==> config.mk <==
export PLATFORM = sky130hd
export DESIGN_NAME = hrw_top
export DESIGN_NICKNAME = d
export VERILOG_FILES = /design/src/logic/hrw_filter.v /design/src/logic/hrw_timer.v /design/src/logic/hrw_top.v
export VERILOG_INCLUDE_DIRS = /design/src /design/src/logic
export SDC_FILE = /design/constraint.sdc
export NUM_CORES = 1
export LEC_CHECK = 0
export ABC_AREA = 1
export BUFFER_PORTS_ARGS = -buffer_cell sky130_fd_sc_hd__buf_2
export CAP_MARGIN = 20
export CORE_MARGIN = 2
export CORE_UTILIZATION = 30
export CTS_CLUSTER_DIAMETER = 200
export DETAILED_ROUTE_END_ITERATION = 6
export HOLD_SLACK_MARGIN = 0.03
export SYNTH_ARGS = -nofsm -noshare
export SYNTH_HDL_FRONTEND = slang
export SYNTH_SLANG_ARGS = --single-unit
==> constraint.sdc <==
create_clock -name pclk -period 1.8 [get_ports pclk]
set_input_delay 0.18 -clock pclk [delete_from_list [all_inputs] [get_ports pclk]]
set_output_delay 0.18 -clock pclk [all_outputs]
set_load 0.05 [all_outputs]
==> src/logic/hrw_defines.vh <==
// Purpose: constants and register map of the hub remote wake indicator block
// Assumes: pclk at 10 MHz, APB slave with 32-bit data
// Notes:   registers take one aligned word each; unused bits read as zero
`ifndef HRW_DEFINES_VH
`define HRW_DEFINES_VH

// ----------------------------------------
// registers
// ----------------------------------------
`define HRW_CTRL_ADDR     12'h000
`define HRW_STATUS_ADDR   12'h004
`define HRW_MASK_ADDR     12'h008
`define HRW_PULSE_ADDR    12'h00C
`define HRW_STATE_ADDR    12'h010

// ctrl fields
`define HRW_CTRL_INHIBIT  0
`define HRW_CTRL_RWAKE_EN 1
`define HRW_CTRL_SUSPEND  2
`define HRW_CTRL_RESET    32'h0000_0000

// status / mask fields
`define HRW_ST_WAKE       0
`define HRW_ST_HOSTK      1
`define HRW_ST_TIMEOUT    2
`define HRW_ST_PWR        3
`define HRW_ST_W          4

// ----------------------------------------
// timing
// ----------------------------------------
`define HRW_CLK_KHZ       10000
`define HRW_FILT_US       100
`define HRW_FILT_CYC      ((`HRW_FILT_US * `HRW_CLK_KHZ + 999) / 1000)
`define HRW_PULSE_MS      14
`define HRW_PULSE_CYC     (`HRW_PULSE_MS * `HRW_CLK_KHZ)
// same span as a 24-bit load value for the timers
`define HRW_PULSE_LEN     24'h02_22E0
`define HRW_EOP_CYC       20

`endif

==> src/logic/hrw_filter.v <==
// Purpose: per-port resume filter, a level must hold before it counts
// Assumes: input synchronous to pclk
// Notes:   emits one pulse when the filtered level rises
`include "hrw_defines.vh"

module hrw_filter
(
	// clock and reset
	input  wire        pclk,
	input  wire        presetn,
	// event level and filtered pulse
	input  wire        raw,
	output reg         hit
);
	reg  [10:0] cnt_q;
	reg         done_q;

	// ----------------------------------------
	// filter counter
	// ----------------------------------------
	always @(posedge pclk or negedge presetn)
	begin
		if (!presetn)
		begin
			cnt_q  <= 11'h000;
			done_q <= 1'b0;
			hit    <= 1'b0;
		end
		else
		begin
			hit <= 1'b0;
			if (!raw)
			begin
				cnt_q  <= 11'h000;
				done_q <= 1'b0;
			end
			else if (!done_q)
			begin
				// glitches shorter than the window are dropped
				if (cnt_q == `HRW_FILT_CYC - 1)
				begin
					done_q <= 1'b1;
					hit    <= 1'b1;
				end
				else
					cnt_q <= cnt_q + 11'h001;
			end
		end
	end
endmodule

==> src/logic/hrw_timer.v <==
// Purpose: loadable down counter for indicator pulse and resume window
// Assumes: load value nonzero
// Notes:   expired is a one-cycle pulse on reaching zero
`include "hrw_defines.vh"

module hrw_timer
(
	// clock and reset
	input  wire        pclk,
	input  wire        presetn,
	// control
	input  wire        load,
	input  wire [23:0] len,
	input  wire        stop,
	// state
	output wire        running,
	output reg         expired
);
	reg  [23:0] cnt_q;

	assign running = (cnt_q != 24'h00_0000);

	always @(posedge pclk or negedge presetn)
	begin
		if (!presetn)
		begin
			cnt_q   <= 24'h00_0000;
			expired <= 1'b0;
		end
		else
		begin
			expired <= 1'b0;
			if (load)
				cnt_q <= len;
			else if (stop)
				cnt_q <= 24'h00_0000;
			else if (running)
			begin
				cnt_q <= cnt_q - 24'h00_0001;
				if (cnt_q == 24'h00_0001)
					expired <= 1'b1;
			end
		end
	end
endmodule

==> src/logic/hrw_top.v <==
// Purpose: resume and wake indication of a four-port hub, modified resume mode
// Assumes: link signals synchronous to pclk; APB master keeps protocol
// Notes:   APB answers with no wait states; unmapped reads give zero
`include "hrw_defines.vh"

module hrw_top
(
	// apb
	input  wire        pclk,
	input  wire        presetn,
	input  wire        psel,
	input  wire        penable,
	input  wire        pwrite,
	input  wire [11:0] paddr,
	input  wire [31:0] pwdata,
	output reg  [31:0] prdata,
	output wire        pready,
	output wire        pslverr,
	output wire        irq,
	// upstream
	input  wire        host_power_sense,
	input  wire        up_high_speed,
	input  wire        up_k_detect,
	input  wire        proto_resume_req,
	output reg         dp_pullup_en,
	output reg         up_drive_k,
	output reg         suspend_wake_indicator,
	// speed indicator pin, shared with strap
	input  wire        speed_indicator_in,
	output reg         speed_indicator_out,
	output wire        speed_indicator_oe_n,
	output reg         config_select_strap_bit,
	// downstream ports
	input  wire [3:0]  dn_disconnect,
	input  wire [3:0]  dn_connect,
	input  wire [3:0]  dn_wake_req,
	input  wire [3:0]  dn_port_change,
	output reg  [3:0]  dn_drive_k,
	output reg  [3:0]  dn_send_eop,
	output wire [3:0]  dn_port_power
);
	// ----------------------------------------
	// state machine codes
	// ----------------------------------------
	localparam [4:0] S_IDLE  = 5'b00001;
	localparam [4:0] S_CTRL  = 5'b00010;
	localparam [4:0] S_HOST  = 5'b00100;
	localparam [4:0] S_END   = 5'b01000;
	localparam [4:0] S_PROTO = 5'b10000;

	reg  [4:0]  state_q;
	reg  [4:0]  state_d;
	reg  [2:0]  ctrl_q;
	reg  [3:0]  status_q;
	reg  [3:0]  mask_q;
	reg  [23:0] pulse_len_q;
	reg  [3:0]  wake_ports_q;
	reg  [4:0]  eop_cnt_q;
	reg         strap_done_q;
	reg         lock_q;
	reg         pwr_q;
	wire [3:0]  hit;
	wire        pulse_run;
	wire        win_run;
	wire        win_exp;
	wire        wr;
	wire        rd;
	wire        inhibit;
	wire        any_wake;
	wire        accept;

	// ----------------------------------------
	// apb slave
	// ----------------------------------------
	assign pready  = 1'b1;
	assign pslverr = 1'b0;
	assign wr      = psel & penable & pwrite;
	assign rd      = psel & ~pwrite;
	assign irq     = |(status_q & mask_q);
	assign inhibit = ctrl_q[`HRW_CTRL_INHIBIT];

	always @(posedge pclk or negedge presetn)
	begin
		if (!presetn)
			prdata <= 32'h0000_0000;
		else if (rd && !penable)
		begin
			case (paddr)
				`HRW_CTRL_ADDR:   prdata <= {29'h0, ctrl_q};
				`HRW_STATUS_ADDR: prdata <= {28'h0, status_q};
				`HRW_MASK_ADDR:   prdata <= {28'h0, mask_q};
				`HRW_PULSE_ADDR:  prdata <= {8'h00, pulse_len_q};
				`HRW_STATE_ADDR:  prdata <= {21'h0, config_select_strap_bit,
				                              wake_ports_q, dp_pullup_en, state_q};
				default:          prdata <= 32'h0000_0000;
			endcase
		end
	end

	// ----------------------------------------
	// configuration registers
	// ----------------------------------------
	always @(posedge pclk or negedge presetn)
	begin
		if (!presetn)
		begin
			ctrl_q       <= 3'b000;
			mask_q       <= 4'h0;
			pulse_len_q  <= `HRW_PULSE_LEN;
			strap_done_q <= 1'b0;
			lock_q       <= 1'b0;
		end
		else
		begin
			strap_done_q <= 1'b1;
			if (wr && paddr == `HRW_CTRL_ADDR)
			begin
				// inhibit is write-once after reset, then frozen like a strap
				if (!lock_q)
					ctrl_q[`HRW_CTRL_INHIBIT] <= pwdata[`HRW_CTRL_INHIBIT];
				lock_q      <= 1'b1;
				ctrl_q[2:1] <= pwdata[2:1];
			end
			if (wr && paddr == `HRW_MASK_ADDR)
				mask_q <= pwdata[3:0];
			if (wr && paddr == `HRW_PULSE_ADDR && pwdata[23:0] != 24'h00_0000)
				pulse_len_q <= pwdata[23:0];
		end
	end

	// ----------------------------------------
	// strap capture and speed indicator
	// ----------------------------------------
	always @(posedge pclk or negedge presetn)
	begin
		if (!presetn)
		begin
			config_select_strap_bit <= 1'b0;
			speed_indicator_out     <= 1'b0;
		end
		else
		begin
			if (!strap_done_q)
				config_select_strap_bit <= speed_indicator_in;
			// polarity from strap asserted at high speed
			speed_indicator_out <= up_high_speed ^ config_select_strap_bit;
		end
	end
	// pin released while the strap is sampled
	assign speed_indicator_oe_n = ~strap_done_q;

	// ----------------------------------------
	// downstream event filters
	// ----------------------------------------
	genvar g;
	generate
		for (g = 0; g < 4; g = g + 1)
		begin : port
			hrw_filter u_filt
			(
				.pclk    (pclk),
				.presetn (presetn),
				.raw     (dn_disconnect[g] | dn_connect[g] | dn_wake_req[g]),
				.hit     (hit[g])
			);
		end
	endgenerate

	// ports stay powered whatever host power does
	assign dn_port_power = 4'hF;
	assign any_wake = |(hit & dn_port_change);
	// accept only if enabled and suspended, one pulse per event; idle upstream K on any_wake ignores both
	assign accept = any_wake & ctrl_q[`HRW_CTRL_RWAKE_EN] & ctrl_q[`HRW_CTRL_SUSPEND]
	                & ~pulse_run;

	// ----------------------------------------
	// timers
	// ----------------------------------------
	hrw_timer u_pulse
	(
		.pclk    (pclk),
		.presetn (presetn),
		.load    (accept),
		.len     (pulse_len_q),
		.stop    (1'b0),
		.running (pulse_run),
		.expired ()
	);

	hrw_timer u_window
	(
		.pclk    (pclk),
		.presetn (presetn),
		.load    (accept & inhibit),
		.len     (`HRW_PULSE_LEN),
		.stop    (state_q != S_CTRL),
		.running (win_run),
		.expired (win_exp)
	);

	// ----------------------------------------
	// resume state machine
	// ----------------------------------------
	always @*
	begin
		state_d = state_q;
		case (state_q)
			S_IDLE:
			begin
				if (accept && inhibit)
					state_d = S_CTRL;
				else if (proto_resume_req && host_power_sense)
					state_d = S_PROTO;
			end
			S_CTRL:
			begin
				if (up_k_detect && host_power_sense)
					state_d = S_HOST;
				else if (win_exp)
					state_d = S_END;
			end
			S_HOST:
				if (!up_k_detect)
					state_d = S_IDLE;
			S_END:
				if (eop_cnt_q == `HRW_EOP_CYC - 1)
					state_d = S_IDLE;
			S_PROTO:
				if (!proto_resume_req || !host_power_sense)
					state_d = S_IDLE;
			default:
				state_d = S_IDLE;
		endcase
	end

	always @(posedge pclk or negedge presetn)
	begin
		if (!presetn)
		begin
			state_q      <= S_IDLE;
			wake_ports_q <= 4'h0;
			eop_cnt_q    <= 5'h00;
		end
		else
		begin
			state_q <= state_d;
			if (accept && inhibit)
				wake_ports_q <= hit & dn_port_change;
			else if (state_q == S_CTRL)
				wake_ports_q <= wake_ports_q | (hit & dn_port_change);
			if (state_q == S_END)
				eop_cnt_q <= eop_cnt_q + 5'h01;
			else
				eop_cnt_q <= 5'h00;
		end
	end

	// ----------------------------------------
	// link outputs
	// ----------------------------------------
	always @(posedge pclk or negedge presetn)
	begin
		if (!presetn)
		begin
			dp_pullup_en           <= 1'b0;
			up_drive_k             <= 1'b0;
			dn_drive_k             <= 4'h0;
			dn_send_eop            <= 4'h0;
			suspend_wake_indicator <= 1'b0;
			pwr_q                  <= 1'b0;
		end
		else
		begin
			pwr_q <= host_power_sense;
			// pull-up follows host power; no internal reset on loss
			dp_pullup_en <= host_power_sense;
			// never K upstream without host power: could back drive the host
			up_drive_k <= host_power_sense &
			              ((state_q == S_PROTO) | (state_q == S_IDLE && !inhibit && any_wake));
			case (state_q)
				S_CTRL:  dn_drive_k <= wake_ports_q;
				S_HOST:  dn_drive_k <= 4'hF;
				S_PROTO: dn_drive_k <= 4'hF;
				default: dn_drive_k <= 4'h0;
			endcase
			dn_send_eop <= (state_q == S_END) ? wake_ports_q : 4'h0;
			// suspended level, inverted by the wake pulse while timer runs
			suspend_wake_indicator <= ctrl_q[`HRW_CTRL_SUSPEND] ^ pulse_run;
		end
	end

	// ----------------------------------------
	// interrupt status, write one to clear, set wins
	// ----------------------------------------
	always @(posedge pclk or negedge presetn)
	begin
		if (!presetn)
			status_q <= 4'h0;
		else
			status_q <= (status_q & ~((wr && paddr == `HRW_STATUS_ADDR) ? pwdata[3:0] : 4'h0))
			            | {pwr_q ^ host_power_sense, win_exp,
			               state_q == S_CTRL && state_d == S_HOST, accept};
	end
endmodule

==> results by group, run 1 <==
Detailed routing
  – Drt drc: 0
  – Via Count: 9537
  – Vias per inst: 4.68
  – Post-route ant nets: 0
  – Routed WL: 28.6 mm
  – Wirelength per Cell: 14.0 um
  – Initial DRC Count: 622
  – DR pass1 iterations: 5

Timing
  – Worst-Margin Slew: 0.569 ns
  – Setup_tns: 0 ns
  – Final Hold Fails: 0
  – Final min period: 1.72 ns
  – Max Clock Freq: 0.582 GHz
  – Max Slew Vio Count: 0
  – Final period util: 95.4%
  – # setup viols final: 0
  – Relative slew slack: 62.1%
  – Clock Skew: 0.00887 ns
  – Fin worst setup slack: 0.0829 ns

Finish
  – Most common cell after layout, fill and taps aside: nand2_1
  – P&R area growth vs syn: 20.9%
  – Final nets: 1651
  – Antenna cells: 0
  – Ratio of cells with drive above 1 in the final layout: 18.4%
  – Commonest cells after routing, fill and taps aside: nand2_1 (408), dfrtp_1 (181), nor2_1 (170), nand3_1 (152), inv_1 (115)

Pwr
  – Tot Pwr: 10.3 mW
  – Leakage: 6.51 nW
  – Pwr Density: 802 nW/um^2
  – Peak supply drop: 0.000868 V

Worst setup path
  – Cell Chain, Critical Path: nor2_2 -> nand2_1 -> nor3_2 -> nand4_1 -> buf_6 -> nand2_1 -> nor2_1
  – Worst EP arrival: 2.05 ns
  – Crit-path leading delay family: simple AND/OR/NAND/NOR gates
  – Startpoint types: register
  – Kind of critical path: register to register
  – Required time of the critical path: 2.13 ns
  – Setup crit end kind: register
  – CP Max Fanout: 12
  – CP bufs+invs: 1
  – Worst path slowest cell: dfrtp_1
  – Top cell by count, worst path: nand2_1
  – Worst path max stage delay: 0.42 ns

GRT
  – Total gr overflow: 0
  – Total GRT Usage: 16.1%
  – Largest net degree at the start of global routing: 56
  – First-pass GRT wire length: 46.9 mm
  – Initial antenna violation count: 0
  – Vias in the first global route: 9424

CTS
  – Clock Sinks: 189
  – Reg clk slew, reported paths: 0.07 ns
  – Clk root buf: clkbuf_16
  – Num CTS Buffers: 17
  – TritonCTS clock tree: done
  – Later-pin clock latency in the skew report: 0.44 ns
  – H-tree depth: 4
  – CTS Buffer Depth: 2

Floorplan
  – Number of core rows: 68
  – Die X: 192 um
  – Core area: 34700 sq um
  – Io pins: 123
  – Die height: 192 um
  – Die area: 37000 sq um
  – Initial Utilization: 30.6%

Synth
  – Yosys reg bits: 189
  – Post-synthesis simple-gate area fraction: 37.2%
  – Synth Flop Type: dfrtp_1
  – Post-synthesis instance total: 1399
  – Post-synthesis mux area share: 0%
  – Adder-Cell Fraction of Synth Area: 1.06%
  – Compound-Gate Fraction of Synth Area: 6.00%
  – Area leader, netlist: dfrtp_1
  – Post-synth EDFFs: 0
  – Largest family of logic cells by synthesized area: simple AND/OR/NAND/NOR gates
  – Sequential fraction of the synthesis area: 44.6%
  – Average instance area after synthesis: 7.60 sq um
  – XOR/XNOR share of the synthesized area: 3.54%
  – Asr flop ratio synth: 100%
  – Syn. warnings: 0
  – Ranking of synthesized cells by area: dfrtp_1 (43%), nand2_1 (14%), nand3_1 (7.2%)
  – Netlist Area Pre-Place: 10600 sq um
  – Distinct cells, synth: 45
  – Yosys top cell area share: 42.8%

Flow run
  – Max-cap viol count: 0

Place
  – HPWL after DPL: 21.6 mm
  – DP Worst Slack: 0.0541 ns
  – PortBufs: 100
  – Gpl congestion: 0.891

Run status
  – Status: complete, no violations

Hold path
  – Min-Delay Path Class: primary input to register
## layout make-up
cell class	instances	area [sq um]
multi-input combinational	1047	5190
clock inverter	13	128
fill	3590	21900
timing repair buffer	183	1270
clock buffer	19	443
tap	455	569
inverter	134	508
sequential	189	4740
## flip-flops by register name, indices dropped and copies added (netlist names), 3 cells and up
name / cells
port.u_filt.cnt_q: 44
prdata: 24
pulse_len_q: 24
u_pulse.cnt_q: 24
u_window.cnt_q: 24
eop_cnt_q: 5
state_q: 5
dn_drive_k: 4
dn_send_eop: 4
mask_q: 4
port.u_filt.done_q: 4
port.u_filt.hit: 4
status_q: 4
wake_ports_q: 4
ctrl_q: 3
## path summary, 6_finish.rpt
| kind | start | end | slack, ns | cells past startpoint |
|---|---|---|---|---|
| max | u_pulse.cnt_q[4] | u_window.cnt_q[14] | 0.08 | 7 |
| min | dn_port_change[1] | wake_ports_q[1] | 0.05 | 5 |
| max reg2reg | u_pulse.cnt_q[4] | u_window.cnt_q[14] | 0.08 | 7 |
| min reg2reg | port[3].u_filt.done_q | port[3].u_filt.hit | 0.44 | 1 |
| max in group asynchronous | presetn | pulse_len_q[13] | 0.86 | 3 |
| min in group asynchronous | presetn | port[3].u_filt.done_q | 0.28 | 2 |
## metrics by stage
step | utilization [%] | instances | hold slack, ns | instance area [sq um]
after global routing | 37.0 | 2040 | 0.0549 | 12800
after floorplan | - | 1412 | -0.116 | 10700
after CTS | 36.8 | 2037 | 0.0383 | 12800
final | 37.0 | 2040 | 0.0491 | 12800
after global placement | 34.3 | 1975 | 0.187 | 11900
after detailed placement | 34.3 | 1975 | 0.193 | 11900
## synth_stat cells, drive strengths merged, types with 6 or more instances
cell type and count:
nand2 418, nor2 204, dfrtp 182, nand3 160, inv 130, o21ai 73
buf 37, nor3 35, nand4 29, xor2 25, a21oi 23, xnor2 18
or2 14, ha 9, dfstp 7, o22ai 6
## layer usage
layer	vias to the layer above	GRT usage (%)	wire length, um
met1	4530	20.4	13000
met4	0	4.87	497
met3	29	2.50	993
li1	4805	-	-
met5	-	0	0
met2	173	28.0	14100
## cells by family (layout without fill, tap and decap cells)
logic type | after synthesis | count (layout)
AO/OA/AOI/OAI | 113 | 113
XOR/XNOR | 43 | 43
adder cells (fa/ha/maj) | 9 | 9
buffers and inverters | 176 | 349
flip-flops | 189 | 189
other | 2 | 15
AND/OR/NAND/NOR | 867 | 867
## power breakdown
part           switching, mW  internal (mW)
Combinational           1.02          0.598
Clock                   1.80           1.98
Sequential             0.367           4.54
Total                   3.19           7.12
## tightest hold or removal path: stages
cell and delay [ns]:
buf_2 0.07, nand2_1 0.05, inv_1 0.05, nand2_1 0.04
nand2_1 0.05
## timing repair
item | CTS | global route
hold buffers | 30 | 0
endpoints found under the setup margin | 0 | 38
setup buffers | 0 | 3
gates resized for setup | 0 | 13
hold endpoints to repair | 82 | 0
Note: power is estimated with default switching activity, not from simulation.
==> run 2: changes to the inputs <==
Settings changed: PLACE_DENSITY set to 0.47.
==> run 2 against run 1 <==
  * Maximum frequency rose by 2.8%
  * Final cell count rose by 0.20%
  * Hold slack improved by 0.035 ns
  * Sequential cell count did not move
  * Register-to-register slack improved by 0.05 ns
  * Non-clock buffer count rose by 4
  * Global-route usage rose by 0.81 points
  * Total power rose by 0.66%
  * Sequential power barely moved
  * Clock skew rose by 0.0070 ns
  * First-iteration DRC count fell by 30%
  * Sequential share of layout area fell by 0.16 points
  * Critical endpoint is now u_window.cnt_q[1]
==> results by group, run 2 (synthesis results as in run 1) <==
GRT
  – Total GRT Usage: 16.9%
  – Total gr overflow: 0
  – First-pass GRT wire length: 49.0 mm
  – Vias in the first global route: 9431
  – Largest net degree at the start of global routing: 50
  – Initial antenna violation count: 0

Pwr
  – Pwr Density: 804 nW/um^2
  – Leakage: 6.55 nW
  – Peak supply drop: 0.000718 V

Timing
  – Final Hold Fails: 0
  – Clock Skew: 0.0159 ns
  – Max Slew Vio Count: 0
  – Fin worst setup slack: 0.129 ns
  – Setup_tns: 0 ns
  – Final period util: 92.8%
  – Final min period: 1.67 ns
  – RSZ-0062 raised after global routing: yes
  – Max Clock Freq: 0.599 GHz
  – # setup viols final: 0

Finish
  – Max reg flops: 44
  – P&R area growth vs syn: 21.4%
  – Most common cell after layout, fill and taps aside: nand2_1
  – Antenna cells: 0
  – Final nets: 1655
  – Commonest cells after routing, fill and taps aside: nand2_1 (409), dfrtp_1 (182), nor2_1 (171), nand3_1 (152), inv_1 (115)
  – Ratio of cells with drive above 1 in the final layout: 18.6%
  – Biggest register: port.u_filt.cnt_q
  – Core Util, Final: 37.2%

Detailed routing
  – Via Count: 9387
  – Routed WL: 29.4 mm
  – Initial DRC Count: 437
  – DR pass1 iterations: 5
  – Drt drc: 0
  – Post-route ant nets: 0
  – Wirelength per Cell: 14.4 um
  – Vias per inst: 4.59

Floorplan
  – Initial Utilization: 30.6%
  – Die height: 192 um
  – Die area: 37000 sq um
  – Die X: 192 um
  – Number of core rows: 68
  – Core area: 34700 sq um
  – Io pins: 123

Worst setup path
  – Required time of the critical path: 2.13 ns
  – Startpoint types: register
  – Setup crit end kind: register
  – Worst EP arrival: 2.00 ns
  – Kind of critical path: register to register
  – CP Max Fanout: 16

Run status
  – Status: complete, no violations

Place
  – DP Worst Slack: 0.0600 ns
  – HPWL after DPL: 22.0 mm
  – PortBufs: 100
  – Gpl congestion: 0.853

CTS
  – Clk root buf: clkbuf_16
  – CTS Buffer Depth: 2
  – Num CTS Buffers: 17
  – TritonCTS clock tree: done
  – Clock Sinks: 189
  – H-tree depth: 4
  – Reg clk slew, reported paths: 0.07 ns
  – Later-pin clock latency in the skew report: 0.45 ns

Flow run
  – Max-cap viol count: 0

Hold path
  – Min-Delay Path Class: primary input to register
[run 2: cell count changes in the layout (fill, tap and decap cells not counted), moves of 2 or more]
cell,change
clkinv_4,-2
inv_6,-3
buf_4,+5
inv_8,+4
nor2_2,-2
clkinv_2,+3
[run 2: timing repair]
action | in CTS | in global routing
endpoints found under the setup margin | 0 | 30
setup buffers | 0 | 4
resized for setup | 0 | 12
endpoints found under the hold margin | 73 | 0
hold buffers | 29 | 0
[run 2: routing by layer]
layer  wire length [um]  global-route usage [%]  vias to the layer above
li1                   -                       -                     4811
met2              13900                    27.9                      152
met5                  0                       0                        -
met3               1080                    2.87                       30
met4                488                    4.73                        0
met1              13900                    22.6                     4394
[run 2: critical path, cell delays in order, from the launching register on]
cell     delay [ns]
dfrtp_1        0.43
nor2_2         0.17
nand2_1        0.17
nor2_2         0.17
nand3_4        0.14
nor2_4         0.18
nand2_8        0.14
nand3_1        0.11
nand2_1        0.05
[run 2: area by class of cell]
cell class	instances	area, sq um
Fill cell	3729	21800
Multi-Input combinational cell	1047	5200
Sequential cell	189	4740
Timing Repair Buffer	187	1310
Tap cell	455	569
Inverter	134	510
Clock buffer	18	439
Clock inverter	14	134
[run 2: stage by stage]
step / hold WS, ns / instances / total power [mW] / instance area (sq um)
floorplan: -0.116 / 1412 / 6.01 / 10700
global placement: 0.160 / 1979 / 6.58 / 11900
detailed placement: 0.168 / 1979 / 6.60 / 11900
CTS: 0.0591 / 2040 / 10.5 / 12800
global route: 0.0978 / 2044 / 11.0 / 12900
finish: 0.0840 / 2044 / 10.4 / 12900
[run 2: final timing paths]
kind,startpoint,endpoint,slack (ns),cells past startpoint
max in group asynchronous,presetn,pulse_len_q[17],0.87,3
setup reg to reg,u_pulse.cnt_q[4],u_window.cnt_q[1],0.13,8
hold reg to reg,port[3].u_filt.done_q,port[3].u_filt.hit,0.43,1
setup / recovery,u_pulse.cnt_q[4],u_window.cnt_q[1],0.13,8
hold / removal,dn_port_change[2],wake_ports_q[2],0.08,5
min in group asynchronous,presetn,speed_indicator_out,0.23,2
[run 2: power by group]
group,internal (mW),switching (mW),total [mW],leakage [nW]
sequential,4.54,0.346,4.89,2.50
combinational,0.618,1.06,1.67,3.77
clock,1.98,1.83,3.81,0.283
